**config.mk**
```make
export PLATFORM = sky130hd
export DESIGN_NAME = cfs_regs
export DESIGN_NICKNAME = d
export VERILOG_FILES = /design/src/logic/cfs_pkg.sv /design/src/logic/cfs_regs.sv
export VERILOG_INCLUDE_DIRS = /design/src /design/src/logic
export SDC_FILE = /design/constraint.sdc
export NUM_CORES = 1
export LEC_CHECK = 0
export BUFFER_PORTS_ARGS = -buffer_cell sky130_fd_sc_hd__buf_2
export CORE_MARGIN = 3
export CORE_UTILIZATION = 40
export CTS_BUF_LIST = sky130_fd_sc_hd__clkbuf_4 sky130_fd_sc_hd__clkbuf_8
export CTS_CLUSTER_SIZE = 28
export DETAILED_ROUTE_END_ITERATION = 6
export PLACE_DENSITY = 0.75
export SLEW_MARGIN = 25
export SYNTH_ARGS = -nofsm -noshare
export SYNTH_HDL_FRONTEND = slang
export SYNTH_SLANG_ARGS = --single-unit
```
**constraint.sdc**
```tcl
create_clock -name clk_sys -period 3.53 [get_ports clk_sys]
set_input_delay 0.5295 -clock clk_sys [delete_from_list [all_inputs] [get_ports clk_sys]]
set_output_delay 0.5295 -clock clk_sys [all_outputs]
set_load 0.01 [all_outputs]
```
**src/logic/cfs_consts.svh**
```systemverilog
/*
 cpu register set constants: flag bit positions, reset values, stack layout.
 assumes inclusion by the design file only.
*/
`ifndef CFS_CONSTS_SVH
`define CFS_CONSTS_SVH
`define CFS_FLAG_H 4
`define CFS_FLAG_I 3
`define CFS_FLAG_N 2
`define CFS_FLAG_Z 1
`define CFS_FLAG_C 0
`define CFS_FLAGS_RESET 8'hE8
`define CFS_FLAGS_FIXED 8'hE0
`define CFS_SP_RESET 16'h01FF
`define CFS_SP_FIXED 16'h0180
`define CFS_SP_LOW_MASK 7'h7F
`define CFS_CALL_BYTES 3'h2
`define CFS_IRQ_BYTES 3'h5
`endif

```
**src/logic/cfs_pkg.sv**
```systemverilog
/*
 types for the cpu flag and stack pointer register set.
 assumes the constants header is included alongside.
*/
package cfs_pkg;
   // stack sequencer commands issued by the execution unit
   typedef enum logic [2:0] {
      CFS_CMD_NONE = 3'h0,
      CFS_CMD_CALL = 3'h1,
      CFS_CMD_RET = 3'h2,
      CFS_CMD_IRQ = 3'h3,
      CFS_CMD_RETURN_FROM_INTERRUPT_OP = 3'h4
   } cfs_cmd_t;
   // sequencer states, one-hot
   typedef enum logic [2:0] {
      CFS_ST_IDLE = 3'b001,
      CFS_ST_PUSH = 3'b010,
      CFS_ST_POP = 3'b100
   } cfs_state_t;
endpackage

```
**src/logic/cfs_regs.sv**
```systemverilog
/*
 cpu programmer-visible registers: accumulator, two index registers,
 instruction pointer, condition flags and 128-byte wrapping stack pointer,
 plus the sequencer that pushes and pops call and interrupt frames.
 assumes a synchronous byte stack memory written in the cycle of mem_we and
 returning read data one cycle after mem_re; decode/alu drive one-cycle strobes.
*/
`include "cfs_consts.svh"
module cfs_regs (
   input wire logic clk_sys, // cpu clock
   input wire logic arst_n, // mcu reset, active low
   input wire logic acc_we, // load accumulator
   input wire logic [7:0] acc_wdata,
   input wire logic idx1_we, // load first index register
   input wire logic [7:0] idx1_wdata,
   input wire logic idx2_we, // load second index register
   input wire logic [7:0] idx2_wdata,
   input wire logic ip_we, // load instruction pointer
   input wire logic [15:0] ip_wdata,
   input wire logic alu_valid, // alu result strobe
   input wire logic [7:0] alu_result,
   input wire logic alu_is_add, // add or add-with-carry
   input wire logic alu_half_carry, // carry out of bit 3
   input wire logic alu_carry_upd, // alu updates carry
   input wire logic alu_carry,
   input wire logic carry_set_op,
   input wire logic carry_clear_op,
   input wire logic mask_interrupts_op,
   input wire logic unmask_interrupts_op,
   input wire logic flags_we, // pop or direct flag write
   input wire logic [7:0] flags_wdata,
   input wire logic stack_pointer_restore_op,
   input wire logic load_op, // write pointer low seven bits
   input wire logic [7:0] load_data,
   input wire logic push_byte, // single push of push_data
   input wire logic [7:0] push_data,
   input wire logic pop_byte, // single pop, returned on pop_data
   input wire cfs_pkg::cfs_cmd_t cmd, // frame command, one-cycle
   input wire logic irq_req, // external interrupt request pulse
   output logic [7:0] accumulator,
   output logic [7:0] index1,
   output logic [7:0] index2,
   output logic [15:0] instruction_pointer,
   output logic [7:0] condition_flags,
   output logic [15:0] stack_top_pointer,
   output logic [7:0] pop_data, // byte from last single pop
   output logic pop_valid,
   output logic irq_take, // pending request may be serviced
   output logic busy, // frame sequencer active
   output logic mem_we,
   output logic mem_re,
   output logic [15:0] mem_addr,
   output logic [7:0] mem_wdata,
   input wire logic [7:0] mem_rdata
);
   import cfs_pkg::*;

   cfs_state_t state; // sequencer state
   logic [2:0] cnt; // bytes left in frame
   logic [2:0] frame_len; // length of current frame
   logic is_irq; // current frame is interrupt type
   logic rd_pend; // read data due this cycle
   logic [2:0] rd_slot; // frame slot of pending read
   logic single_pop; // pending read is a single pop
   logic [6:0] sp_low; // writable pointer bits
   logic irq_pending; // latched request
   logic [15:0] ret_ip; // return address being rebuilt
   logic [7:0] push_byte_sel; // byte pushed this cycle
   logic [2:0] slot; // frame slot index
   logic [4:0] flag_low; // writable flag bits, top three are constant
   logic saved_mask; // mask as it stood before interrupt entry

   assign stack_top_pointer = `CFS_SP_FIXED | {9'h000, sp_low};
   assign condition_flags = {3'h7, flag_low};
   assign busy = (state != CFS_ST_IDLE);
   // slot counts 0..len-1 from the first pushed byte
   assign slot = frame_len - cnt;

   // frame byte chooser; second index deliberately absent
   always_comb begin
      case (slot)
         3'h0: push_byte_sel = is_irq ? instruction_pointer[7:0] : instruction_pointer[7:0];
         3'h1: push_byte_sel = instruction_pointer[15:8];
         3'h2: push_byte_sel = index1;
         3'h3: push_byte_sel = accumulator;
         // stacked mask is the pre-entry one, else return could never unmask
         3'h4: push_byte_sel = {condition_flags[7:4], saved_mask, condition_flags[2:0]};
         default: push_byte_sel = 8'h00;
      endcase
   end

   // memory strobes: pushes write at pointer, pops read at pointer + 1
   always_comb begin
      mem_we = 1'b0;
      mem_re = 1'b0;
      mem_wdata = push_data;
      mem_addr = stack_top_pointer;
      if (state == CFS_ST_PUSH) begin
         mem_we = 1'b1;
         mem_wdata = push_byte_sel;
      end else if (state == CFS_ST_POP) begin
         mem_re = 1'b1;
         mem_addr = `CFS_SP_FIXED | {9'h000, sp_low + 7'h01};
      end else if (push_byte) begin
         mem_we = 1'b1;
      end else if (pop_byte) begin
         mem_re = 1'b1;
         mem_addr = `CFS_SP_FIXED | {9'h000, sp_low + 7'h01};
      end
   end

   // frame sequencer
   always_ff @(posedge clk_sys or negedge arst_n) begin
      if (!arst_n) begin
         state <= CFS_ST_IDLE;
         cnt <= 3'h0;
         frame_len <= 3'h0;
         saved_mask <= 1'b0;
         is_irq <= 1'b0;
      end else begin
         case (state)
            CFS_ST_IDLE: begin
               case (cmd)
                  CFS_CMD_CALL: begin
                     state <= CFS_ST_PUSH;
                     frame_len <= `CFS_CALL_BYTES;
                     cnt <= `CFS_CALL_BYTES;
                     is_irq <= 1'b0;
                  end
                  CFS_CMD_IRQ: begin
                     state <= CFS_ST_PUSH;
                     frame_len <= `CFS_IRQ_BYTES;
                     saved_mask <= condition_flags[`CFS_FLAG_I];
                     cnt <= `CFS_IRQ_BYTES;
                     is_irq <= 1'b1;
                  end
                  CFS_CMD_RET: begin
                     state <= CFS_ST_POP;
                     frame_len <= `CFS_CALL_BYTES;
                     cnt <= `CFS_CALL_BYTES;
                     is_irq <= 1'b0;
                  end
                  CFS_CMD_RETURN_FROM_INTERRUPT_OP: begin
                     state <= CFS_ST_POP;
                     frame_len <= `CFS_IRQ_BYTES;
                     cnt <= `CFS_IRQ_BYTES;
                     is_irq <= 1'b1;
                  end
                  default: state <= CFS_ST_IDLE;
               endcase
            end
            CFS_ST_PUSH, CFS_ST_POP: begin
               cnt <= cnt - 3'h1;
               if (cnt == 3'h1) begin
                  state <= CFS_ST_IDLE;
               end
            end
            default: state <= CFS_ST_IDLE;
         endcase
      end
   end

   // pointer: wraps within seven bits, no overflow flag
   always_ff @(posedge clk_sys or negedge arst_n) begin
      if (!arst_n) begin
         sp_low <= `CFS_SP_LOW_MASK;
      end else if (stack_pointer_restore_op) begin
         sp_low <= `CFS_SP_LOW_MASK;
      end else if (state == CFS_ST_PUSH || (state == CFS_ST_IDLE && push_byte)) begin
         sp_low <= sp_low - 7'h01;
      end else if (state == CFS_ST_POP || (state == CFS_ST_IDLE && pop_byte)) begin
         sp_low <= sp_low + 7'h01;
      end else if (load_op) begin
         sp_low <= load_data[6:0];
      end
   end

   // pop return tracking: pops come back in reverse of push order
   always_ff @(posedge clk_sys or negedge arst_n) begin
      if (!arst_n) begin
         rd_pend <= 1'b0;
         rd_slot <= 3'h0;
         single_pop <= 1'b0;
      end else begin
         rd_pend <= mem_re;
         rd_slot <= cnt - 3'h1;
         single_pop <= (state == CFS_ST_IDLE);
      end
   end

   // single pop result
   always_ff @(posedge clk_sys or negedge arst_n) begin
      if (!arst_n) begin
         pop_data <= 8'h00;
         pop_valid <= 1'b0;
      end else begin
         pop_valid <= rd_pend && single_pop;
         if (rd_pend && single_pop) begin
            pop_data <= mem_rdata;
         end
      end
   end

   // accumulator
   always_ff @(posedge clk_sys or negedge arst_n) begin
      if (!arst_n) begin
         accumulator <= 8'h00;
      end else if (rd_pend && !single_pop && rd_slot == 3'h3) begin
         accumulator <= mem_rdata;
      end else if (acc_we) begin
         accumulator <= acc_wdata;
      end
   end

   // index registers; second one only by explicit writes
   always_ff @(posedge clk_sys or negedge arst_n) begin
      if (!arst_n) begin
         index1 <= 8'h00;
         index2 <= 8'h00;
      end else begin
         if (rd_pend && !single_pop && rd_slot == 3'h2) begin
            index1 <= mem_rdata;
         end else if (idx1_we) begin
            index1 <= idx1_wdata;
         end
         if (idx2_we) begin
            index2 <= idx2_wdata;
         end
      end
   end

   // instruction pointer, rebuilt bytewise on return
   always_ff @(posedge clk_sys or negedge arst_n) begin
      if (!arst_n) begin
         instruction_pointer <= 16'h0000;
         ret_ip <= 16'h0000;
      end else begin
         if (rd_pend && !single_pop && rd_slot == 3'h1) begin
            ret_ip[15:8] <= mem_rdata;
         end
         if (rd_pend && !single_pop && rd_slot == 3'h0) begin
            instruction_pointer <= {ret_ip[15:8], mem_rdata};
         end else if (ip_we) begin
            instruction_pointer <= ip_wdata;
         end
      end
   end

   // flags; alu updates lose to pops and direct writes
   always_ff @(posedge clk_sys or negedge arst_n) begin
      if (!arst_n) begin
         flag_low <= 5'(`CFS_FLAGS_RESET);
      end else if (rd_pend && !single_pop && rd_slot == 3'h4) begin
         flag_low <= mem_rdata[4:0];
      end else if (flags_we) begin
         flag_low <= flags_wdata[4:0];
      end else begin
         if (cmd == CFS_CMD_IRQ && state == CFS_ST_IDLE) begin
            flag_low[`CFS_FLAG_I] <= 1'b1;
         end else if (mask_interrupts_op) begin
            flag_low[`CFS_FLAG_I] <= 1'b1;
         end else if (unmask_interrupts_op) begin
            flag_low[`CFS_FLAG_I] <= 1'b0;
         end
         if (alu_valid) begin
            flag_low[`CFS_FLAG_N] <= alu_result[7];
            flag_low[`CFS_FLAG_Z] <= (alu_result == 8'h00);
            if (alu_is_add) begin
               flag_low[`CFS_FLAG_H] <= alu_half_carry;
            end
         end
         if (carry_set_op) begin
            flag_low[`CFS_FLAG_C] <= 1'b1;
         end else if (carry_clear_op) begin
            flag_low[`CFS_FLAG_C] <= 1'b0;
         end else if (alu_carry_upd) begin
            flag_low[`CFS_FLAG_C] <= alu_carry;
         end
      end
   end

   // pending request; a new request beats the service clear
   always_ff @(posedge clk_sys or negedge arst_n) begin
      if (!arst_n) begin
         irq_pending <= 1'b0;
      end else if (irq_req) begin
         irq_pending <= 1'b1;
      end else if (cmd == CFS_CMD_IRQ && state == CFS_ST_IDLE) begin
         irq_pending <= 1'b0;
      end
   end

   // no priority term here: unmasked means take, even inside a handler
   assign irq_take = irq_pending && !condition_flags[`CFS_FLAG_I] && !busy;
endmodule

```
==> results.py <==
metrics = {
    "timing": {
        "fin_setup_tns_ps": 0,
        "fin_worst_hold_slack_ps": 202,
        "finalCritPeriodShare_pct": 95.5,
        "grt_setup_unrepaired": "no",
        "setup_viol": 0,
        "fmax_ghz": 0.297,
        "slew_headroom_pct": 47.0,
        "hold_violations": 0,
        "drv_slew": 0,
        "skew_ps": 13.2,
        "tightest_slew_ps": 792,
        "fin_crit_ps": 3370,
    },
    "finish": {
        "final_cells": 822,
        "layout-drive-gt1-share_pct": 36.4,
        "area_delta_synth_final_pct": 24.0,
        "diodes": 0,
        "post-route-util_pct": 52.0,
        "fin_area_sq_um": 6090,
        "fin_nets": 784,
    },
    "synthesis": {
        "ys_seq_area_share_pct": 43.1,
        "synth.distinct_cells": 55,
        "async_flop_share_pct": 100,
        "synth_top_cell_by_area": "dfrtp_1",
        "synth_seq_cells": 84,
        "yosysMostFrequentCell": "dfrtp_1",
        "yosys_warnings": 0,
        "synth_top_area_share_pct": 38.2,
        "syn-cell-area_sq_um": 4910,
        "yosys-top-cells-count": "dfrtp_1 (75), nor2_1 (70), a21oi_1 (54)",
        "synth_area_per_cell_sq_um": 9.70,
        "synthCells": 506,
        "synth_area_leaders": "dfrtp_1 (38%), mux2i_1 (10%), mux2_2 (6.2%)",
        "synth-main-ff-cell": "dfrtp_1",
        "synth-edff-count": 0,
    },
    "critical_path": {
        "required_ps": 3000,
        "crit_path_end_kind": "output port",
        "critPathTopFamily": "compound AO/OA/AOI/OAI gates",
        "worstPathArrival_ps": 2840,
        "r2r_cells": 5,
        "crit_fanout": 8,
        "ff2ff_setup_slack_ps": 1300,
        "crit_chain": "inv_1 > ha_1 > fa_1 > xnor2_2 > xnor2_4 > buf_4 > o211ai_2 > a211oi_1 > a221o_1 > buf_2",
        "crit_path_start_kind": "flip-flop",
        "critPathKind": "reg -> out",
        "cpPeakStageDelay_ps": 410,
        "r2r-start": "state[1]",
        "crit_buf_inv": 3,
        "cpMaxStageDelayCell": "fa_1",
        "r2r-end": "sp_low[3]",
    },
    "pwr": {
        "ir_worst_vdd_uv": 296,
        "pwr-share-clk_pct": 16.5,
        "switching_share_pct": 41.0,
        "power.switching_w": 0.00195,
        "power_density_nw_per_um2": 784,
        "seqPwrFrac_pct": 33.4,
        "power_frac_comb_pct": 50.1,
        "p_int_w": 0.00282,
        "p_leak_nw": 3.04,
    },
    "grt": {
        "gr-total-overflow": 0,
        "grt_pass1_vias": 4195,
        "grt_max_degree": 52,
        "antenna_found_initial": 0,
        "track_usage_pct": 19.5,
        "grt_pass1_wl_um": 20900,
    },
    "floorplan": {
        "num_rows": 39,
        "fp.dieArea_sq_um": 13600,
        "die_h_um": 117,
        "io_pins": 205,
        "core_region_area_sq_um": 11700,
        "initial_core_util_pct": 41.9,
        "die_x_um": 117,
    },
    "place": {
        "place_congestion": 0.948,
        "place_inst": 801,
        "portBuffers": 179,
        "dp_hpwl_um": 10400,
        "place_area_sq_um": 5820,
    },
    "detailed_routing": {
        "vias_per_cell": 5.28,
        "drt-total-wl_um": 13300,
        "postRouteAntennaNets": 0,
        "drt_iter0_drc": 181,
        "num_vias": 4344,
        "dr.pass1.iters": 4,
        "avgRoutedWirePerCell_um": 16.2,
        "drc": 0,
    },
    "cts": {
        "cts_tree": "built",
        "cts.path.max_buffers": 2,
        "cts_root_buf": "clkbuf_8",
        "cts_buffers": 9,
        "htreeDepth": 3,
        "cts.sinks": 84,
        "path_clk_slew_ps": 80,
        "clk_latency_ps": 360,
        "postCtsHoldBufs": 0,
    },
    "hold_path": {
        "hp-class": "in -> async",
    },
    "job": {
        "cap_violations": 0,
    },
    "run_status": {
        "status": "complete, no violations",
    },
}
-- worst max-delay path by stage --
stage	cells after the start	start	endpoint	slack (ps)
finish	10	frame_len[0]	mem_wdata[1]	160
global route	10	frame_len[0]	mem_wdata[4]	40
CTS	10	frame_len[0]	mem_wdata[7]	140
detailed placement	8	frame_len[0]	mem_wdata[1]	340
global placement	7	cnt[0]	mem_wdata[0]	420
floorplan	9	frame_len[0]	mem_wdata[1]	840
-- kinds of logic (layout without fill, tap and decap cells) --
family / count (synthesis) / count (layout) / synth area share (%)
simple gates: 132 / 132 / 12.6
compound gates: 122 / 122 / 15.9
flops: 84 / 84 / 43.1
mux: 78 / 78 / 16.6
buf+inv: 68 / 222 / 7.01
xor+xnor: 14 / 14 / 3.03
fa+ha+maj: 6 / 6 / 1.68
other cells: 2 / 21 / 0.153
-- state kept, by name, summed over array words and instances (netlist names) --
name / cells
instruction_pointer: 16
accumulator: 8
index1: 8
index2: 8
pop_data: 8
ret_ip: 8
sp_low: 7
flag_low: 5
cnt: 3
rd_slot: 3
state: 3
frame_len: 2
irq_pending: 1
pop_valid: 1
rd_pend: 1
saved_mask: 1
single_pop: 1
-- final cells by class --
class	count	area, sq um
fillers	1073	5630
multi-input cells	373	2530
flip-flops and latches	84	2110
repair buffers	186	963
well taps	143	179
clock buffers	11	145
clock inverters	5	82.6
inverters	20	75.1
-- stage by stage --
step	setup slack [ps]	power (W)
2_1_floorplan	835	0.00316
3_3_place_gp	425	0.00377
3_5_place_dp	338	0.00385
4_1_cts	143	0.00480
5_1_grt	35.2	0.00514
6_report	159	0.00477
-- power groups by stage --
stage          clock [W]  combinational [W]  sequential (W)
5_1_grt         0.000855            0.00264         0.00165
3_3_place_gp           0            0.00217         0.00160
6_report        0.000787            0.00239         0.00159
2_1_floorplan          0            0.00156         0.00160
3_5_place_dp           0            0.00224         0.00161
4_1_cts         0.000817            0.00240         0.00159
-- cells in the final DEF (no fill, tap or decap), types with 2 or more instances in the layout --
cell       count
nor2_1        70
xor2_1         5
bufinv_16      2
a311oi_1       4
nor4_1         2
nand3b_1       2
nand2b_1       5
buf_4          7
o221ai_1       2
nand2_1       17
nor3b_2        2
a211oi_1       7
dfstp_2        9
nor3_1         5
xnor2_1        7
inv_1         20
o21ai_0       21
ha_1           5
mux2i_1       51
a21oi_1       54
a221oi_1       2
a2111oi_0      2
a221o_1       10
nor3b_1        3
nand3_1        8
dfrtp_1       75
buf_2        178
o21bai_1       5
or3_1          5
clkbuf_8      10
conb_1        21
a31oi_1        3
mux2_2        27
nor2b_1        4
a21o_1         2
-- what timing repair did --
item                       4_1_cts  5_1_grt
buffers inserted                 5        0
resized for setup                1        0
setup endpoints to repair        8        0
-- metal layers --
layer  global-route usage (%)  share of wire (%)  vias to the layer above
li1                         -                  -                     2096
met1                     26.2                 44                     2094
met2                     32.2                 49                      136
met3                     2.67                5.1                       18
met4                     7.34                1.9                        0
met5                        0                  0                        -
Note: power is estimated with default switching activity, not from simulation.
